### src/pkg/tcd_cmd_map.vh
// constants of the tag command dispatcher: codes, results, states, masks
`ifndef TCD_CMD_MAP_VH
`define TCD_CMD_MAP_VH

// command codes
`define TCD_CMD_NOP        8'h00
`define TCD_CMD_GET_UID    8'h01
`define TCD_CMD_RD_BLK     8'h02
`define TCD_CMD_WR_BLK     8'h03
`define TCD_CMD_RD_DBLK    8'h04
`define TCD_CMD_WR_DBLK    8'h05
`define TCD_CMD_RD_PAGE    8'h06
`define TCD_CMD_WR_PAGE    8'h07
`define TCD_CMD_ENCRYPT    8'h08
`define TCD_CMD_DECRYPT    8'h09
`define TCD_CMD_RD_VAL     8'h0a
`define TCD_CMD_WR_VAL     8'h0b
`define TCD_CMD_INC_VAL    8'h0c
`define TCD_CMD_DEC_VAL    8'h0d
`define TCD_CMD_RESTORE    8'h0e
`define TCD_CMD_TRANSFER   8'h0f
`define TCD_CMD_RECOVER    8'h10
`define TCD_CMD_GET_VER    8'h11
`define TCD_CMD_RD_SIG     8'h12
`define TCD_CMD_CFG_UID    8'h13
`define TCD_CMD_RD_CNT     8'h14
`define TCD_CMD_INC_CNT    8'h15
`define TCD_CMD_TEAR       8'h16
`define TCD_CMD_PWD_AUTH   8'h17
`define TCD_CMD_HALT       8'h18
`define TCD_CMD_CRC        8'h19
`define TCD_CMD_COPY       8'h1a
`define TCD_CMD_UNLOCK     8'h1b
`define TCD_CMD_LOCK       8'h1c
`define TCD_CMD_MOD_VER    8'h1d
`define TCD_CMD_DEFAULTS   8'h1e

// outcome codes
`define TCD_RES_OK         8'h00
`define TCD_RES_BAD_CMD    8'h01
`define TCD_RES_BAD_PWD    8'h02

// memory region mask bit positions and mask width
`define TCD_RGN_RESULT     0
`define TCD_RGN_TAG_TYPE   1
`define TCD_RGN_UID        2
`define TCD_RGN_UID_SIZE   3
`define TCD_RGN_BUFFER     4
`define TCD_RGN_NVM        5
`define TCD_RGN_ALL        6
`define TCD_RGN_W          7

// dispatcher states
`define TCD_ST_IDLE        2'h0
`define TCD_ST_DECODE      2'h1
`define TCD_ST_WAIT        2'h2
`define TCD_ST_FINISH      2'h3

// bus selection
`define TCD_BUS_I2C        1'b0
`define TCD_BUS_SPI        1'b1

`endif

### src/logic/tcd_cmd_decode.v
// command code decoder: validity, target regions and execution class
`timescale 1ns/1ps
`include "tcd_cmd_map.vh"

module tcd_cmd_decode (
  // code in
  input  wire [7:0]             code_in,
  // decode out
  output reg                    valid_out,
  output reg                    engine_out,
  output reg                    unlock_out,
  output reg                    lock_out,
  output reg  [`TCD_RGN_W-1:0]  rgn_mask_out
);

  always @* begin
    valid_out    = 1'b1;
    engine_out   = 1'b1;
    unlock_out   = 1'b0;
    lock_out     = 1'b0;
    rgn_mask_out = {`TCD_RGN_W{1'b0}};
    rgn_mask_out[`TCD_RGN_RESULT] = 1'b1;
    case (code_in)
      `TCD_CMD_NOP: begin
        engine_out = 1'b0;
      end
      `TCD_CMD_GET_UID: begin
        rgn_mask_out[`TCD_RGN_TAG_TYPE] = 1'b1; // RULE_06
        rgn_mask_out[`TCD_RGN_UID]      = 1'b1; // RULE_06
        rgn_mask_out[`TCD_RGN_UID_SIZE] = 1'b1; // RULE_06
      end
      `TCD_CMD_RD_BLK, `TCD_CMD_RD_DBLK, `TCD_CMD_RD_PAGE, `TCD_CMD_ENCRYPT,
      `TCD_CMD_DECRYPT, `TCD_CMD_RD_VAL, `TCD_CMD_GET_VER, `TCD_CMD_RD_SIG,
      `TCD_CMD_RD_CNT, `TCD_CMD_TEAR, `TCD_CMD_PWD_AUTH: begin
        rgn_mask_out[`TCD_RGN_BUFFER] = 1'b1; // RULE_07 RULE_09 RULE_10 RULE_15 RULE_16
      end
      `TCD_CMD_WR_BLK, `TCD_CMD_WR_DBLK, `TCD_CMD_WR_PAGE, `TCD_CMD_WR_VAL,
      `TCD_CMD_INC_VAL, `TCD_CMD_DEC_VAL, `TCD_CMD_RESTORE, `TCD_CMD_TRANSFER,
      `TCD_CMD_RECOVER, `TCD_CMD_CFG_UID, `TCD_CMD_INC_CNT, `TCD_CMD_HALT: begin
        rgn_mask_out[`TCD_RGN_RESULT] = 1'b1; // RULE_08 RULE_11 RULE_12 RULE_13 RULE_14
      end
      `TCD_CMD_CRC: begin
        rgn_mask_out[`TCD_RGN_RESULT] = 1'b0; // RULE_17
        rgn_mask_out[`TCD_RGN_BUFFER] = 1'b1; // RULE_17
      end
      `TCD_CMD_COPY, `TCD_CMD_DEFAULTS: begin
        rgn_mask_out[`TCD_RGN_ALL] = 1'b1; // RULE_18
      end
      `TCD_CMD_MOD_VER: begin
        rgn_mask_out[`TCD_RGN_RESULT] = 1'b0;
        rgn_mask_out[`TCD_RGN_BUFFER] = 1'b1;
      end
      `TCD_CMD_UNLOCK: begin
        engine_out = 1'b0;
        unlock_out = 1'b1; // RULE_19
      end
      `TCD_CMD_LOCK: begin
        engine_out = 1'b0;
        lock_out   = 1'b1; // RULE_19
        rgn_mask_out[`TCD_RGN_NVM] = 1'b1; // RULE_19
      end
      default: begin
        valid_out  = 1'b0; // RULE_25
        engine_out = 1'b0;
      end
    endcase
  end

endmodule // tcd_cmd_decode

### src/logic/tcd_dispatch.v
// tag command dispatcher: command capture, transaction end, busy, result
`timescale 1ns/1ps
`include "tcd_cmd_map.vh"
//
// Contract
// [RULE_01] a host write to the command register requests that command
// [RULE_02] on i2c, execution starts only after the stop condition
// [RULE_03] on spi, chip select rising edge ends the transaction and starts execution
// [RULE_04] busy line goes low while parsing registers and executing commands
// [RULE_05] outcome code written to result register after every executed command
// [RULE_06] code 01 updates result, tag type, identifier and identifier size
// [RULE_07] codes 02 and 04 read blocks into buffer, update result
// [RULE_08] codes 03 and 05 write blocks, modify only result
// [RULE_09] codes 06 and 07 read or write pages; read updates buffer
// [RULE_10] codes 08 and 09 encrypt or decrypt buffer in place, update result
// [RULE_11] code 0b writes value block, modifies only result
// [RULE_12] codes 0c and 0d increment or decrement value block, result only
// [RULE_13] codes 0e 0f 10 restore, transfer, recover; result only
// [RULE_14] code 13 configures identifier kind, result only
// [RULE_15] code 15 increments counter; 14 and 16 read counter or tearing
// [RULE_16] code 17 authenticates by password, reply into buffer, result updated
// [RULE_17] code 19 computes checksum into buffer at given offset
// [RULE_18] code 1a copies bytes between any module memory addresses
// [RULE_19] code 1b unlocks by password; 1c relocks and commits to storage
// [RULE_20] code 01 probes field; no tag gives no-tag type, else identifier
// [RULE_21] host issues identifier command before any other tag command
// [RULE_22] host reissues identifier command after any failed tag operation
// [RULE_23] while locked, host access to protected regions is denied
// [RULE_24] new unlock password takes effect only after lock executes
// [RULE_25] undefined code rejected without side effects, error result written
// [RULE_26] busy returns high after result update; command writes ignored meanwhile

module tcd_dispatch #(
  parameter        UID_W      = 80,
  parameter        UID_SIZE_W = 8,
  parameter        PWD_W      = 64,
  parameter [7:0]  NO_TAG_TYPE = 8'h00
) (
  // clock and reset
  input  wire                    clk_in,
  input  wire                    rst_b_in,
  // host register front end
  input  wire                    bus_sel_in,
  input  wire                    cmd_wr_in,
  input  wire [7:0]              cmd_data_in,
  input  wire                    i2c_stop_in,
  input  wire                    spi_cs_b_in,
  // password register access
  input  wire                    pwd_wr_in,
  input  wire [PWD_W-1:0]        pwd_data_in,
  input  wire [PWD_W-1:0]        unlock_pwd_in,
  // protected region access check
  input  wire                    prot_acc_in,
  output wire                    prot_deny_out,
  output wire                    locked_out,
  // operation engine
  output reg                     op_req_out,
  output reg  [7:0]              op_code_out,
  input  wire                    op_done_in,
  input  wire [7:0]              op_status_in,
  input  wire                    tag_present_in,
  input  wire [7:0]              tag_type_in,
  input  wire [UID_W-1:0]        tag_uid_in,
  input  wire [UID_SIZE_W-1:0]   tag_uid_size_in,
  // module registers
  output reg  [7:0]              result_out,
  output reg  [7:0]              tag_type_out,
  output reg  [UID_W-1:0]        tag_uid_out,
  output reg  [UID_SIZE_W-1:0]   tag_uid_size_out,
  output reg  [`TCD_RGN_W-1:0]   rgn_wr_out,
  output reg                     nvm_commit_out,
  output reg  [PWD_W-1:0]        pwd_active_out,
  // status pin
  output reg                     module_busy_low_out
);

  ////////////////////////////////////////////////////////////////////////////
  // declarations
  reg                   cs_meta_q;
  reg                   cs_sync_q;
  reg                   cs_last_q;
  reg  [1:0]            state_q;
  reg  [1:0]            state_d;
  reg                   pend_q;
  reg  [7:0]            pend_code_q;
  reg  [7:0]            exec_code_q;
  reg                   exec_cmd_q;
  reg                   locked_q;
  reg  [PWD_W-1:0]      pwd_pend_q;
  wire                  cs_rise;
  wire                  xfer_end;
  wire                  dec_valid;
  wire                  dec_engine;
  wire                  dec_unlock;
  wire                  dec_lock;
  wire [`TCD_RGN_W-1:0] dec_mask;

  ////////////////////////////////////////////////////////////////////////////
  // chip select synchroniser and transaction end
  always @(posedge clk_in or negedge rst_b_in) begin
    if (!rst_b_in) begin
      cs_meta_q <= 1'b1;
      cs_sync_q <= 1'b1;
      cs_last_q <= 1'b1;
    end else begin
      cs_meta_q <= spi_cs_b_in;
      cs_sync_q <= cs_meta_q;
      cs_last_q <= cs_sync_q;
    end
  end

  assign cs_rise  = cs_sync_q & ~cs_last_q; // RULE_03
  assign xfer_end = (bus_sel_in == `TCD_BUS_SPI) ? cs_rise : i2c_stop_in; // RULE_02 RULE_03

  ////////////////////////////////////////////////////////////////////////////
  // decoder
  tcd_cmd_decode u_decode (
    .code_in      (exec_code_q),
    .valid_out    (dec_valid),
    .engine_out   (dec_engine),
    .unlock_out   (dec_unlock),
    .lock_out     (dec_lock),
    .rgn_mask_out (dec_mask)
  );

  ////////////////////////////////////////////////////////////////////////////
  // lock control
  assign locked_out    = locked_q;
  assign prot_deny_out = prot_acc_in & locked_q; // RULE_23

  ////////////////////////////////////////////////////////////////////////////
  // state machine
  always @* begin
    state_d = state_q;
    case (state_q)
      `TCD_ST_IDLE: begin
        if (xfer_end) begin
          state_d = `TCD_ST_DECODE; // RULE_04
        end
      end
      `TCD_ST_DECODE: begin
        if (exec_cmd_q && dec_engine) begin
          state_d = `TCD_ST_WAIT;
        end else begin
          state_d = `TCD_ST_FINISH;
        end
      end
      `TCD_ST_WAIT: begin
        if (op_done_in) begin
          state_d = `TCD_ST_FINISH;
        end
      end
      `TCD_ST_FINISH: begin
        state_d = `TCD_ST_IDLE; // RULE_26
      end
      default: begin
        state_d = `TCD_ST_IDLE;
      end
    endcase
  end

  ////////////////////////////////////////////////////////////////////////////
  // registers
  always @(posedge clk_in or negedge rst_b_in) begin
    if (!rst_b_in) begin
      state_q             <= `TCD_ST_IDLE;
      pend_q              <= 1'b0;
      pend_code_q         <= `TCD_CMD_NOP;
      exec_code_q         <= `TCD_CMD_NOP;
      exec_cmd_q          <= 1'b0;
      locked_q            <= 1'b1;
      pwd_pend_q          <= {PWD_W{1'b0}};
      pwd_active_out      <= {PWD_W{1'b0}};
      op_req_out          <= 1'b0;
      op_code_out         <= `TCD_CMD_NOP;
      result_out          <= `TCD_RES_OK;
      tag_type_out        <= NO_TAG_TYPE;
      tag_uid_out         <= {UID_W{1'b0}};
      tag_uid_size_out    <= {UID_SIZE_W{1'b0}};
      rgn_wr_out          <= {`TCD_RGN_W{1'b0}};
      nvm_commit_out      <= 1'b0;
      module_busy_low_out <= 1'b1;
    end else begin
      state_q        <= state_d;
      op_req_out     <= 1'b0;
      rgn_wr_out     <= {`TCD_RGN_W{1'b0}};
      nvm_commit_out <= 1'b0;
      module_busy_low_out <= ~(state_d != `TCD_ST_IDLE); // RULE_04 RULE_26
      // command capture only while idle
      if (state_q == `TCD_ST_IDLE && cmd_wr_in) begin
        pend_q      <= 1'b1; // RULE_01 RULE_26
        pend_code_q <= cmd_data_in; // RULE_01
      end
      // password change held pending while unlocked
      if (pwd_wr_in && !locked_q) begin
        pwd_pend_q <= pwd_data_in; // RULE_24
      end
      case (state_q)
        `TCD_ST_IDLE: begin
          if (xfer_end) begin
            exec_cmd_q  <= pend_q | cmd_wr_in; // RULE_02 RULE_03
            exec_code_q <= cmd_wr_in ? cmd_data_in : pend_code_q;
            pend_q      <= 1'b0;
          end
        end
        `TCD_ST_DECODE: begin
          if (exec_cmd_q && dec_engine) begin
            op_req_out  <= 1'b1;
            op_code_out <= exec_code_q;
          end
        end
        `TCD_ST_WAIT: begin
          if (op_done_in) begin
            result_out <= op_status_in; // RULE_05
            rgn_wr_out <= dec_mask; // RULE_07 RULE_09 RULE_10 RULE_16 RULE_17 RULE_18
            if (exec_code_q == `TCD_CMD_GET_UID) begin
              if (tag_present_in) begin
                tag_type_out     <= tag_type_in; // RULE_20
                tag_uid_out      <= tag_uid_in; // RULE_06
                tag_uid_size_out <= tag_uid_size_in; // RULE_06
              end else begin
                tag_type_out     <= NO_TAG_TYPE; // RULE_20
                tag_uid_size_out <= {UID_SIZE_W{1'b0}};
              end
            end
          end
        end
        `TCD_ST_FINISH: begin
          exec_cmd_q <= 1'b0;
          if (exec_cmd_q && !dec_engine) begin
            rgn_wr_out[`TCD_RGN_RESULT] <= 1'b1; // RULE_05
            if (!dec_valid) begin
              result_out <= `TCD_RES_BAD_CMD; // RULE_25
            end else if (dec_unlock) begin
              if (unlock_pwd_in == pwd_active_out) begin
                locked_q   <= 1'b0; // RULE_19
                result_out <= `TCD_RES_OK;
              end else begin
                result_out <= `TCD_RES_BAD_PWD; // RULE_19
              end
            end else if (dec_lock) begin
              locked_q       <= 1'b1; // RULE_19
              pwd_active_out <= pwd_pend_q; // RULE_24
              nvm_commit_out <= 1'b1; // RULE_19
              rgn_wr_out     <= dec_mask;
              result_out     <= `TCD_RES_OK;
            end else begin
              result_out <= `TCD_RES_OK;
            end
          end
        end
        default: begin
          exec_cmd_q <= 1'b0;
        end
      endcase
    end
  end

endmodule // tcd_dispatch

### config.mk
export PLATFORM = sky130hd
export DESIGN_NAME = tcd_dispatch
export DESIGN_NICKNAME = d
export VERILOG_FILES = /design/src/logic/tcd_cmd_decode.v /design/src/logic/tcd_dispatch.v
export VERILOG_INCLUDE_DIRS = /design/src /design/src/pkg
export SDC_FILE = /design/constraint.sdc
export NUM_CORES = 1
export LEC_CHECK = 0
export BUFFER_PORTS_ARGS = -buffer_cell sky130_fd_sc_hd__buf_2
export CORE_MARGIN = 3
export CORE_UTILIZATION = 40
export CTS_CLUSTER_SIZE = 16
export DETAILED_ROUTE_END_ITERATION = 8
export HOLD_SLACK_MARGIN = 0.1
export PLACE_DENSITY = 0.78
export SKIP_LAST_GASP = 1
export SLEW_MARGIN = 20
export SYNTH_ARGS = -nofsm -noshare
export SYNTH_HDL_FRONTEND = slang
export SYNTH_SLANG_ARGS = --single-unit
### constraint.sdc
create_clock -name clk_in -period 2.6 [get_ports clk_in]
set_clock_uncertainty 0.2 [all_clocks]
set_input_delay 0.52 -clock clk_in [delete_from_list [all_inputs] [get_ports clk_in]]
set_output_delay 0.52 -clock clk_in [all_outputs]
set_load 0.01 [all_outputs]
======== Word level (Yosys, flattened, before mapping) ========
Cells that the tools add are included.
storage, ports and cells
  bits in writable memories ............... 0
  bits in latches ......................... 0
  memories ................................ 0
  output and inout port bits .............. 188
  bits in registers ....................... 274
  logic and storage cells ................. 132
  ROM bits ................................ 0
  bits of input ports ..................... 250
operators by class
  magnitude comparators ................... 0
  multipliers ............................. 0
  bitwise gates (word level) .............. 6
  $add $sub $neg .......................... 0
  div/mod/pow operators ................... 0
  muxes and demuxes ....................... 43
  equal/unequal tests ..................... 38
  shifts and indexed selects .............. 0
  reduce and logical (&&, ||, !) cells .... 25
operator list
  operator                                                                count
  8-bit by 5-bit equality test with 1-bit output (second input constant)  15
  64-bit equality test                                                    1
  8-bit by 4-bit equality test with 1-bit output (second input constant)  8
  8-bit 2-to-1 mux                                                        7
  7-bit 2-to-1 mux                                                        5
  8-bit by 3-bit equality test with 1-bit output (second input constant)  4
  31-bit OR reduction                                                     1
  28-bit OR reduction                                                     1
  1-bit 2-to-1 mux                                                        23
  8-bit by 2-bit equality test with 1-bit output (second input constant)  2
  8-bit case mux with 2 select lines                                      1
  7-bit case mux with 2 select lines                                      1
  13-bit OR reduction                                                     1
  5-bit AND reduction                                                     2
  8-bit by 1-bit equality test with 1-bit output (second input constant)  1
  8-bit zero test                                                         1
  2-bit case mux with 4 select lines                                      1
  2-bit nonzero test                                                      4
  2-bit 2-to-1 mux                                                        3
  2-bit inequality test (second input constant)                           3
  2-bit AND reduction                                                     3
  3-bit AND reduction                                                     2
  2-bit equality test (second input constant)                             2
  1-bit logical AND                                                       4
  11 further kinds                                                        16

======== Logic depth before layout (Yosys ltp) ========
Gate-level depths: netlist of run 1.
  depth after elaboration ................. 8
  mapped depth ............................ 9
  gate-level depth less buffers ........... 7

======== Hierarchy ========
Synthesis of run 1 repeated with hierarchy kept, for this count alone.
unflattened totals
  cells, all modules ...................... 798
  area total of the unflattened synthesis .. 11,554.8 sq um
by module, submodules not included
  module          cells each  area an instance (sq um)  instances  sequential area each (sq um)
  tcd_dispatch    766         11,324.6                  1          6,862.8
  tcd_cmd_decode  32          230.2                     1          0.0

======== Least setup slack after synthesis of run 1 ========
No wires, ideal clock.
  kind .................................... reg-to-reg
  from .................................... register exec_code_q[5]
  to ...................................... register tag_uid_out[0]
  path buffers ............................ 2
  cell stages (with the launch flop) ...... 8
  data required time ...................... 2.275 ns
  arrival ................................. 1.995 ns
  setup slack ............................. 0.280 ns
  setup time .............................. 0.125 ns
  clock period less this slack ............ 2.320 ns
  path through ............................ dfrtp_1 or3_1 nor4_4 o211a_1 buf_2 nand2_4 buf_6 mux2_4
on the way
  word-level cells in the longest chain between the ends .. 2
ends and longest elaborated chain
  element                                         RTL line            source
  start: declaration                              tcd_dispatch.v:86   reg [7:0] exec_code_q;
  start signal: assignment                        tcd_dispatch.v:169  exec_code_q <= `TCD_CMD_NOP;
  start signal: assignment                        tcd_dispatch.v:202  exec_code_q <= cmd_wr_in ? cmd_data_in : pend_code_q;
  8-bit by 1-bit equality test with 1-bit output  n/a
  4-bit AND reduction (no line)                   n/a
  end signal: assignment                          tcd_dispatch.v:178  tag_uid_out <= {UID_W{1'b0}};
  end signal: assignment                          tcd_dispatch.v:219  tag_uid_out <= tag_uid_in;
  end: declaration                                tcd_dispatch.v:68   output reg [UID_W-1:0] tag_uid_out,
No other way between the ends.
A chain may end at the register's enable or synchronous reset.

======== Final worst setup path of run 1 ========
  from .................................... register exec_code_q[5]
  to ...................................... register tag_uid_out[63]
Same word-level chain as after synthesis.

==> key figures, run 1 <==
Status
  – Status: completed

Floorplanning
  – Chip height: around 180 um
  – Core region area: between 20,000 and 30,000 sq um
  – # rows: between 60 and 70
  – Initial Util: 0.4104
  – Die width: 175.8 um
  – IO Pins: about 440
  – Die Area: 30,890 sq um

STA
  – Part of the cycle the worst path needs: 0.9545
  – RSZ-0062 raised after global routing: false
  – Worst-Margin Slew: 0.5734 ns
  – Max Clock Freq: 402.9 MHz
  – Setup TNS: 0 ns
  – Final Hold Viols: 0
  – Pins Over Slew Limit: 0
  – Max_slew headroom: 0.6177
  – Fin crit period: between 2 and 2.5 ns
  – Setup violations, final: 0

Placement
  – IO Port Bufs: 437
  – Post-DP Area: 14,270 sq um
  – Placer Congestion: 0.8978
  – Detailed placement HPWL: 23.91 mm
  – Placed Instances: 1,600

Setup path
  – Crit. End Element: flip-flop
  – Data required time of the critical path: around 2.8 ns
  – Class of the most critical setup path: flip-flop to flip-flop
  – Worst Setup Start Kind: flip-flop
  – Critical Path Fanout Max: 55
  – Critical Path AT: 2.71 ns

Yosys
  – Count of cell types in the netlist: 41
  – Synth warn: 0
  – Synth area leaders: dfrtp_1 (58%), mux2_2 (14%), mux2_4 (10%), xor2_1 (4.9%), o21ai_0 (1.7%)
  – #FFs+latches synth: 272
  – Post-synthesis sequential area ratio: 0.5911
  – Post-Syn Nets: 1,051
  – Syn Std Cell Area: 11,530 sq um
  – Mean Syn Cell Area: 14.48 sq um
  – Most frequent cell after synthesis: dfrtp_1
  – Top cells by count, synth: dfrtp_1 (267), mux2_2 (141), mux2_4 (80)
  – Post-synth ARST share: 1.000
  – Share of the synthesized area in the top cell type: 0.5797
  – Main synth FF type: dfrtp_1
  – Mapped Cells: 796
  – Cell taking the most area after synthesis: dfrtp_1
  – Number of synthesized flops with an enable pin: 0

CTS
  – Post-CTS Setup Repair Bufs: 0
  – Total CTS buffers: 29
  – Reg clk slew, reported paths: 0.06 ns
  – TritonCTS clock tree: yes
  – Clk buf depth: 3
  – CTS resizes: 0
  – Clk_lat worst skew: approximately 0.54 ns
  – Cell at the root of the clock tree: clkbuf_16
  – H-Tree Depth: 1
  – Clk sinks: 272

Layout
  – Layout net count: ~1,700
  – Layout cells sized above 1: 0.5155
  – Fin area: 17,120 sq um
  – Area grow syn2layout: 48.55%
  – Fill count: approximately 2,100
  – Finished Layout Cells: 1,834

Run
  – Max-cap violations: 0

Global routing
  – Vias in the first global route: 9,968
  – Gr ovfl total: 0
  – First-pass GRT wire length: 54.42 mm
  – Largest net degree at the start of global routing: 71
  – Initial antenna violation count: 5
  – Gr usage total: 0.2226

Detailed routing
  – Via density: a little under 5
  – Initial DRC Count: 317
  – Drt wl/cell: around 19 um
  – Vias: approximately 8,900
  – # DRC: 0
  – Antenna Violating Nets Remaining: 0
  – Drt pass-1 iters: 4
  – Post-Route WL: 35.31 mm

Power and ir drop
  – Peak VDD IR: between 0.5 and 0.6 mV
  – PwrDens: 793.2 nW/um^2
  – Leak Pwr: 9.348 nW
  – Design Power: 13.58 mW

Worst hold path
  – Min-Delay Path Class: input port to flip-flop
-- through the flow --
stage                     setup WS [ns]  hold slack [ns]    util
after floorplan                  0.2797          0.02441       -
after global placement           0.1166           0.1460  0.5081
after detailed placement         0.1123           0.1513  0.5081
after CTS                        0.1325           0.1202  0.6091
after global routing            0.01449           0.1420  0.6096
final                            0.1183           0.1233  0.6096
-- power breakdown --
| part | switching (mW) | internal (mW) |
|---|---|---|
| sequential | 0.563 | 5.08 |
| combinational | 1.64 | 1.77 |
| clock | 1.69 | 2.83 |
| total | 3.90 | 9.68 |
-- flip-flops by register name (all words and copies together) (netlist names), 5 cells and up --
name,cells
exec_code_q,8
op_code_out,8
pend_code_q,8
pwd_active_out,64
pwd_pend_q,64
result_out,8
rgn_wr_out,5
tag_type_out,8
tag_uid_out,80
tag_uid_size_out,8
-- final cells by class --
cell class | instances | area (sq um) | area share
diodes | 5 | 12.51 | 0.0007308
multi-input cells | 462 | 4408 | 0.2575
inverters | 24 | 90.09 | 0.005262
repair buffers | 640 | 4249 | 0.2482
clock inverters | 17 | 254.0 | 0.01483
flip-flops and latches | 272 | 6813 | 0.3979
clock buffers | 36 | 822.0 | 0.04801
well taps | 378 | 473.0 | 0.02762
-- cells in the final DEF, fill, tap and decap left out, drive strengths merged, types with 2 or more instances in the layout --
master         n
a21oi          8
a31oi          2
and2           6
buf          464
bufinv         6
clkbuf        36
clkinv         4
clkinvlp       6
dfrtp        267
dfstp          5
diode          5
dlygate4sd3  176
ha             5
inv           25
mux2         221
mux2i          8
nand2         25
nand2b        10
nand3         20
nand4          5
nor2           6
nor2b          2
nor3           4
nor4          20
o21ai         40
or3            2
or3b           2
xor2          64
-- path summary, 6_finish.rpt --
kind | slack [ns] | start | cells past startpoint | end
setup reg to reg | 0.12 | exec_code_q[5] | 6 | tag_uid_out[63]
hold reg to reg | 0.16 | cs_meta_q | 0 | cs_sync_q
hold / removal | 0.12 | op_status_in[0] | 3 | result_out[0]
max in group asynchronous | 1.11 | rst_b_in | 3 | cs_last_q
setup / recovery | 0.12 | exec_code_q[5] | 6 | tag_uid_out[63]
min in group asynchronous | 0.36 | rst_b_in | 2 | tag_uid_out[51]
-- routing by layer --
metal	GRT usage	vias to the layer above	share of wire
met1	0.2536	4405	0.38
met3	0.04561	93	0.062
li1	-	4047	-
met5	0	-	0
met2	0.4045	383	0.51
met4	0.09436	0	0.044
-- timing repair --
action                     in CTS  in global routing
hold buffers                  176                  0
setup endpoints to repair       0                  0
hold endpoints to repair      241                  0
-- worst max-delay path, cell delays in order (launching register included) --
cell and delay [ns]:
dfrtp_1 0.39, or3_1 0.45, nor4_4 0.31, o211a_1 0.29, nand2_4 0.10, buf_12 0.25, mux2_4 0.35
-- kinds of logic after synthesis --
logic type                 Yosys count  share of synthesized area
buffers and inverters               62                    0.02714
muxes                              229                     0.2489
xor gates and xnor gates            64                    0.04863
and+or+nand+nor                    104                    0.04972
adders and majority gates            5                   0.005428
AOI/OAI and AO/OA                   60                    0.02909
DFF                                272                     0.5911
Power figures use the tool's default switching activity.
==> run 2, diff against run 1 <==
- CORE_UTILIZATION: 40 -> 30
- PLACE_DENSITY: 0.78 -> 0.64
- SETUP_SLACK_MARGIN: unset -> 0.2
==> run 2 against run 1 <==
  * Worst hold slack better by 0.027 ns
  * Sequential cell count is the same
  * Sequential share of layout area shrank 0.56 points
  * Clock power shrank 4.6%
  * Die area grew 32%
  * Register-to-register slack better by 0.08 ns
  * Critical path type unchanged
  * Critical endpoint is now tag_uid_out[48]
  * Routed wire length is 1.3% lower
  * Largest cell class unchanged
  * Via count decreased by 2.5%
  * Total power decreased by 1.6%
==> key figures, run 2 (same netlist as run 1, synthesis figures left out) <==
Status
  – Status: completed

STA
  – Setup TNS: 0 ns
  – Setup violations, final: 0
  – RSZ-0062 raised after global routing: true
  – Fin crit period: roughly 2.4 ns
  – Final Hold Viols: 0
  – Setup WS post-layout: 0.1981 ns
  – Hold_ws: 0.1507 ns
  – Worst-Margin Slew: 0.4906 ns
  – Pins Over Slew Limit: 0
  – Max_slew headroom: 0.6702
  – Max Clock Freq: 416.3 MHz
  – Part of the cycle the worst path needs: 0.9238

CTS
  – Post-CTS Setup Repair Bufs: 0
  – Clk sinks: 272
  – Cell at the root of the clock tree: clkbuf_16
  – H-Tree Depth: 1
  – Clk_lat worst skew: 0.55 ns
  – Total CTS buffers: 29
  – Reg clk slew, reported paths: approximately 0.060 ns
  – TritonCTS clock tree: yes
  – Clk buf depth: 3

Detailed routing
  – Initial DRC Count: around 360
  – Drt pass-1 iters: 4
  – Post-Route WL: 34.87 mm
  – Vias: 8,704
  – Via density: 4.416
  – # DRC: 0
  – Antenna Violating Nets Remaining: 0
  – Drt wl/cell: 17.69 um

Placement
  – IO Port Bufs: approximately 440
  – Placed Instances: 1,735
  – Placer Congestion: about 0.84
  – DP Worst Slack: -0.2913 ns
  – Detailed placement HPWL: 23.96 mm
  – Post-DP Area: 14,440 sq um

Setup path
  – WP depth: 6
  – Worst path bufs/invs: 1
  – Critical Path AT: 2.63 ns
  – Reg-to-reg endpoint: tag_uid_out[48]
  – Crit. End Element: flip-flop
  – R2R Path Start: exec_code_q[1]
  – Data required time of the critical path: 2.82 ns
  – Worst path cell trace: or3b_4, nor4_4, o211a_4, nand2_4, buf_4, mux2_4
  – Worst path slowest cell: dfrtp_2
  – Worst Setup Start Kind: flip-flop
  – Class of the most critical setup path: flip-flop to flip-flop
  – Top delay family on crit path: simple AND/OR/NAND/NOR gates
  – Worst path max stage delay: 0.44 ns
  – Worst R2R Path Depth: 6
  – FF-to-FF setup slack: 0.20 ns
  – Critical Path Fanout Max: 10

Worst hold path
  – Min-Delay Path Class: input port to flip-flop
  – Depth of the worst hold-timing path: 4
  – Min-Delay Endpoint: pend_q
  – Hold_sp: bus_sel_in

Layout
  – Layout cells sized above 1: 0.5202
  – Fin util: 0.4601
  – Layout net count: 1,691
  – Largest Register: tag_uid_out
  – Most frequent cells in the layout: buf_2 (436), dfrtp_1 (266), dlygate4sd3_1 (178), mux2_2 (141), mux2_4 (80)
  – Finished Layout Cells: roughly 2,000
  – Biggest regs: tag_uid_out: 80 flops, pwd_active_out: 64 flops, pwd_pend_q: 64 flops
  – Area grow syn2layout: 50.70%
  – Fin area: 17,370 sq um
  – Largest register FFs: 80
  – Commonest non-fill, non-tap cell in the layout: buf_2

Floorplanning
  – Die Area: 40,810 sq um
  – Core region area: 37,760 sq um
  – Chip height: 202.0 um
  – IO Pins: 438
  – # rows: 71
  – Initial Util: 0.3053
  – Die width: 202.0 um

Power and ir drop
  – Leak Pwr: 9.377 nW
  – Design Power: between 10 and 15 mW
  – Peak VDD IR: approximately 0.45 mV
  – PwrDens: roughly 770 nW/um^2

Global routing
  – Initial antenna violation count: 2
  – Largest net degree at the start of global routing: 66
  – Gr usage total: 0.1628
  – Gr ovfl total: 0
  – Vias in the first global route: 9,476
  – First-pass GRT wire length: 53.29 mm

Run
  – Max-cap violations: 0
==> run 2: changes by cell type in the layout (fill, tap and decap cells not counted), sizes merged <==
| cell | delta |
|---|---|
| clkbuf | +4 |
| clkinv | +4 |
| diode | -4 |
| buf | +3 |
| clkinvlp | -3 |
| bufinv | -2 |
| dlygate4sd3 | +2 |
==> run 2: worst max-delay path by stage <==
stage               slack (ns)              start               to
global placement         -0.29  unlock_pwd_in[59]    result_out[1]
CTS                       0.16     exec_code_q[5]  tag_uid_out[29]
finish                    0.20     exec_code_q[1]  tag_uid_out[48]
detailed placement       -0.29  unlock_pwd_in[59]    result_out[1]
floorplan                 0.28     exec_code_q[5]   tag_uid_out[0]
global route              0.13     exec_code_q[1]  tag_uid_out[48]
==> run 2: worst min-delay path, delay by kind of cell <==
kind	cells	cell delay [ns]
and+or+nand+nor	2	0.18
AOI/OAI and AO/OA	1	0.06
buffers and inverters	1	0.08
==> run 2: cell type report <==
cell class                 count  area [sq um]
tap                          511         639.4
fill                        3324         20390
sequential                   272          6814
inverter                      24         90.09
clock inverter                16         202.7
antenna                        1         2.502
timing repair buffer         647          4348
multi-input combinational    462          4463
clock buffer                  38         809.5
==> run 2: layer usage <==
layer	share of wire	GRT usage	vias to the layer above
met4	0.024	0.04386	4
met5	0.00069	0	-
met1	0.41	0.2053	4248
met2	0.49	0.2819	335
met3	0.071	0.03753	58
li1	-	-	4059
==> run 2: report_power, final <==
group / internal [mW] / switching [mW]
logic: 1.80 / 1.62
clock network: 2.60 / 1.72
registers: 5.08 / 0.554
==> run 2: what timing repair did <==
| item | CTS | global route |
|---|---|---|
| cloned | 0 | 3 |
| setup endpoints to repair | 54 | 151 |
| hold endpoints to repair | 232 | 0 |
| pin swaps | 0 | 1 |
| hold buffers | 178 | 0 |
| resized for setup | 6 | 6 |
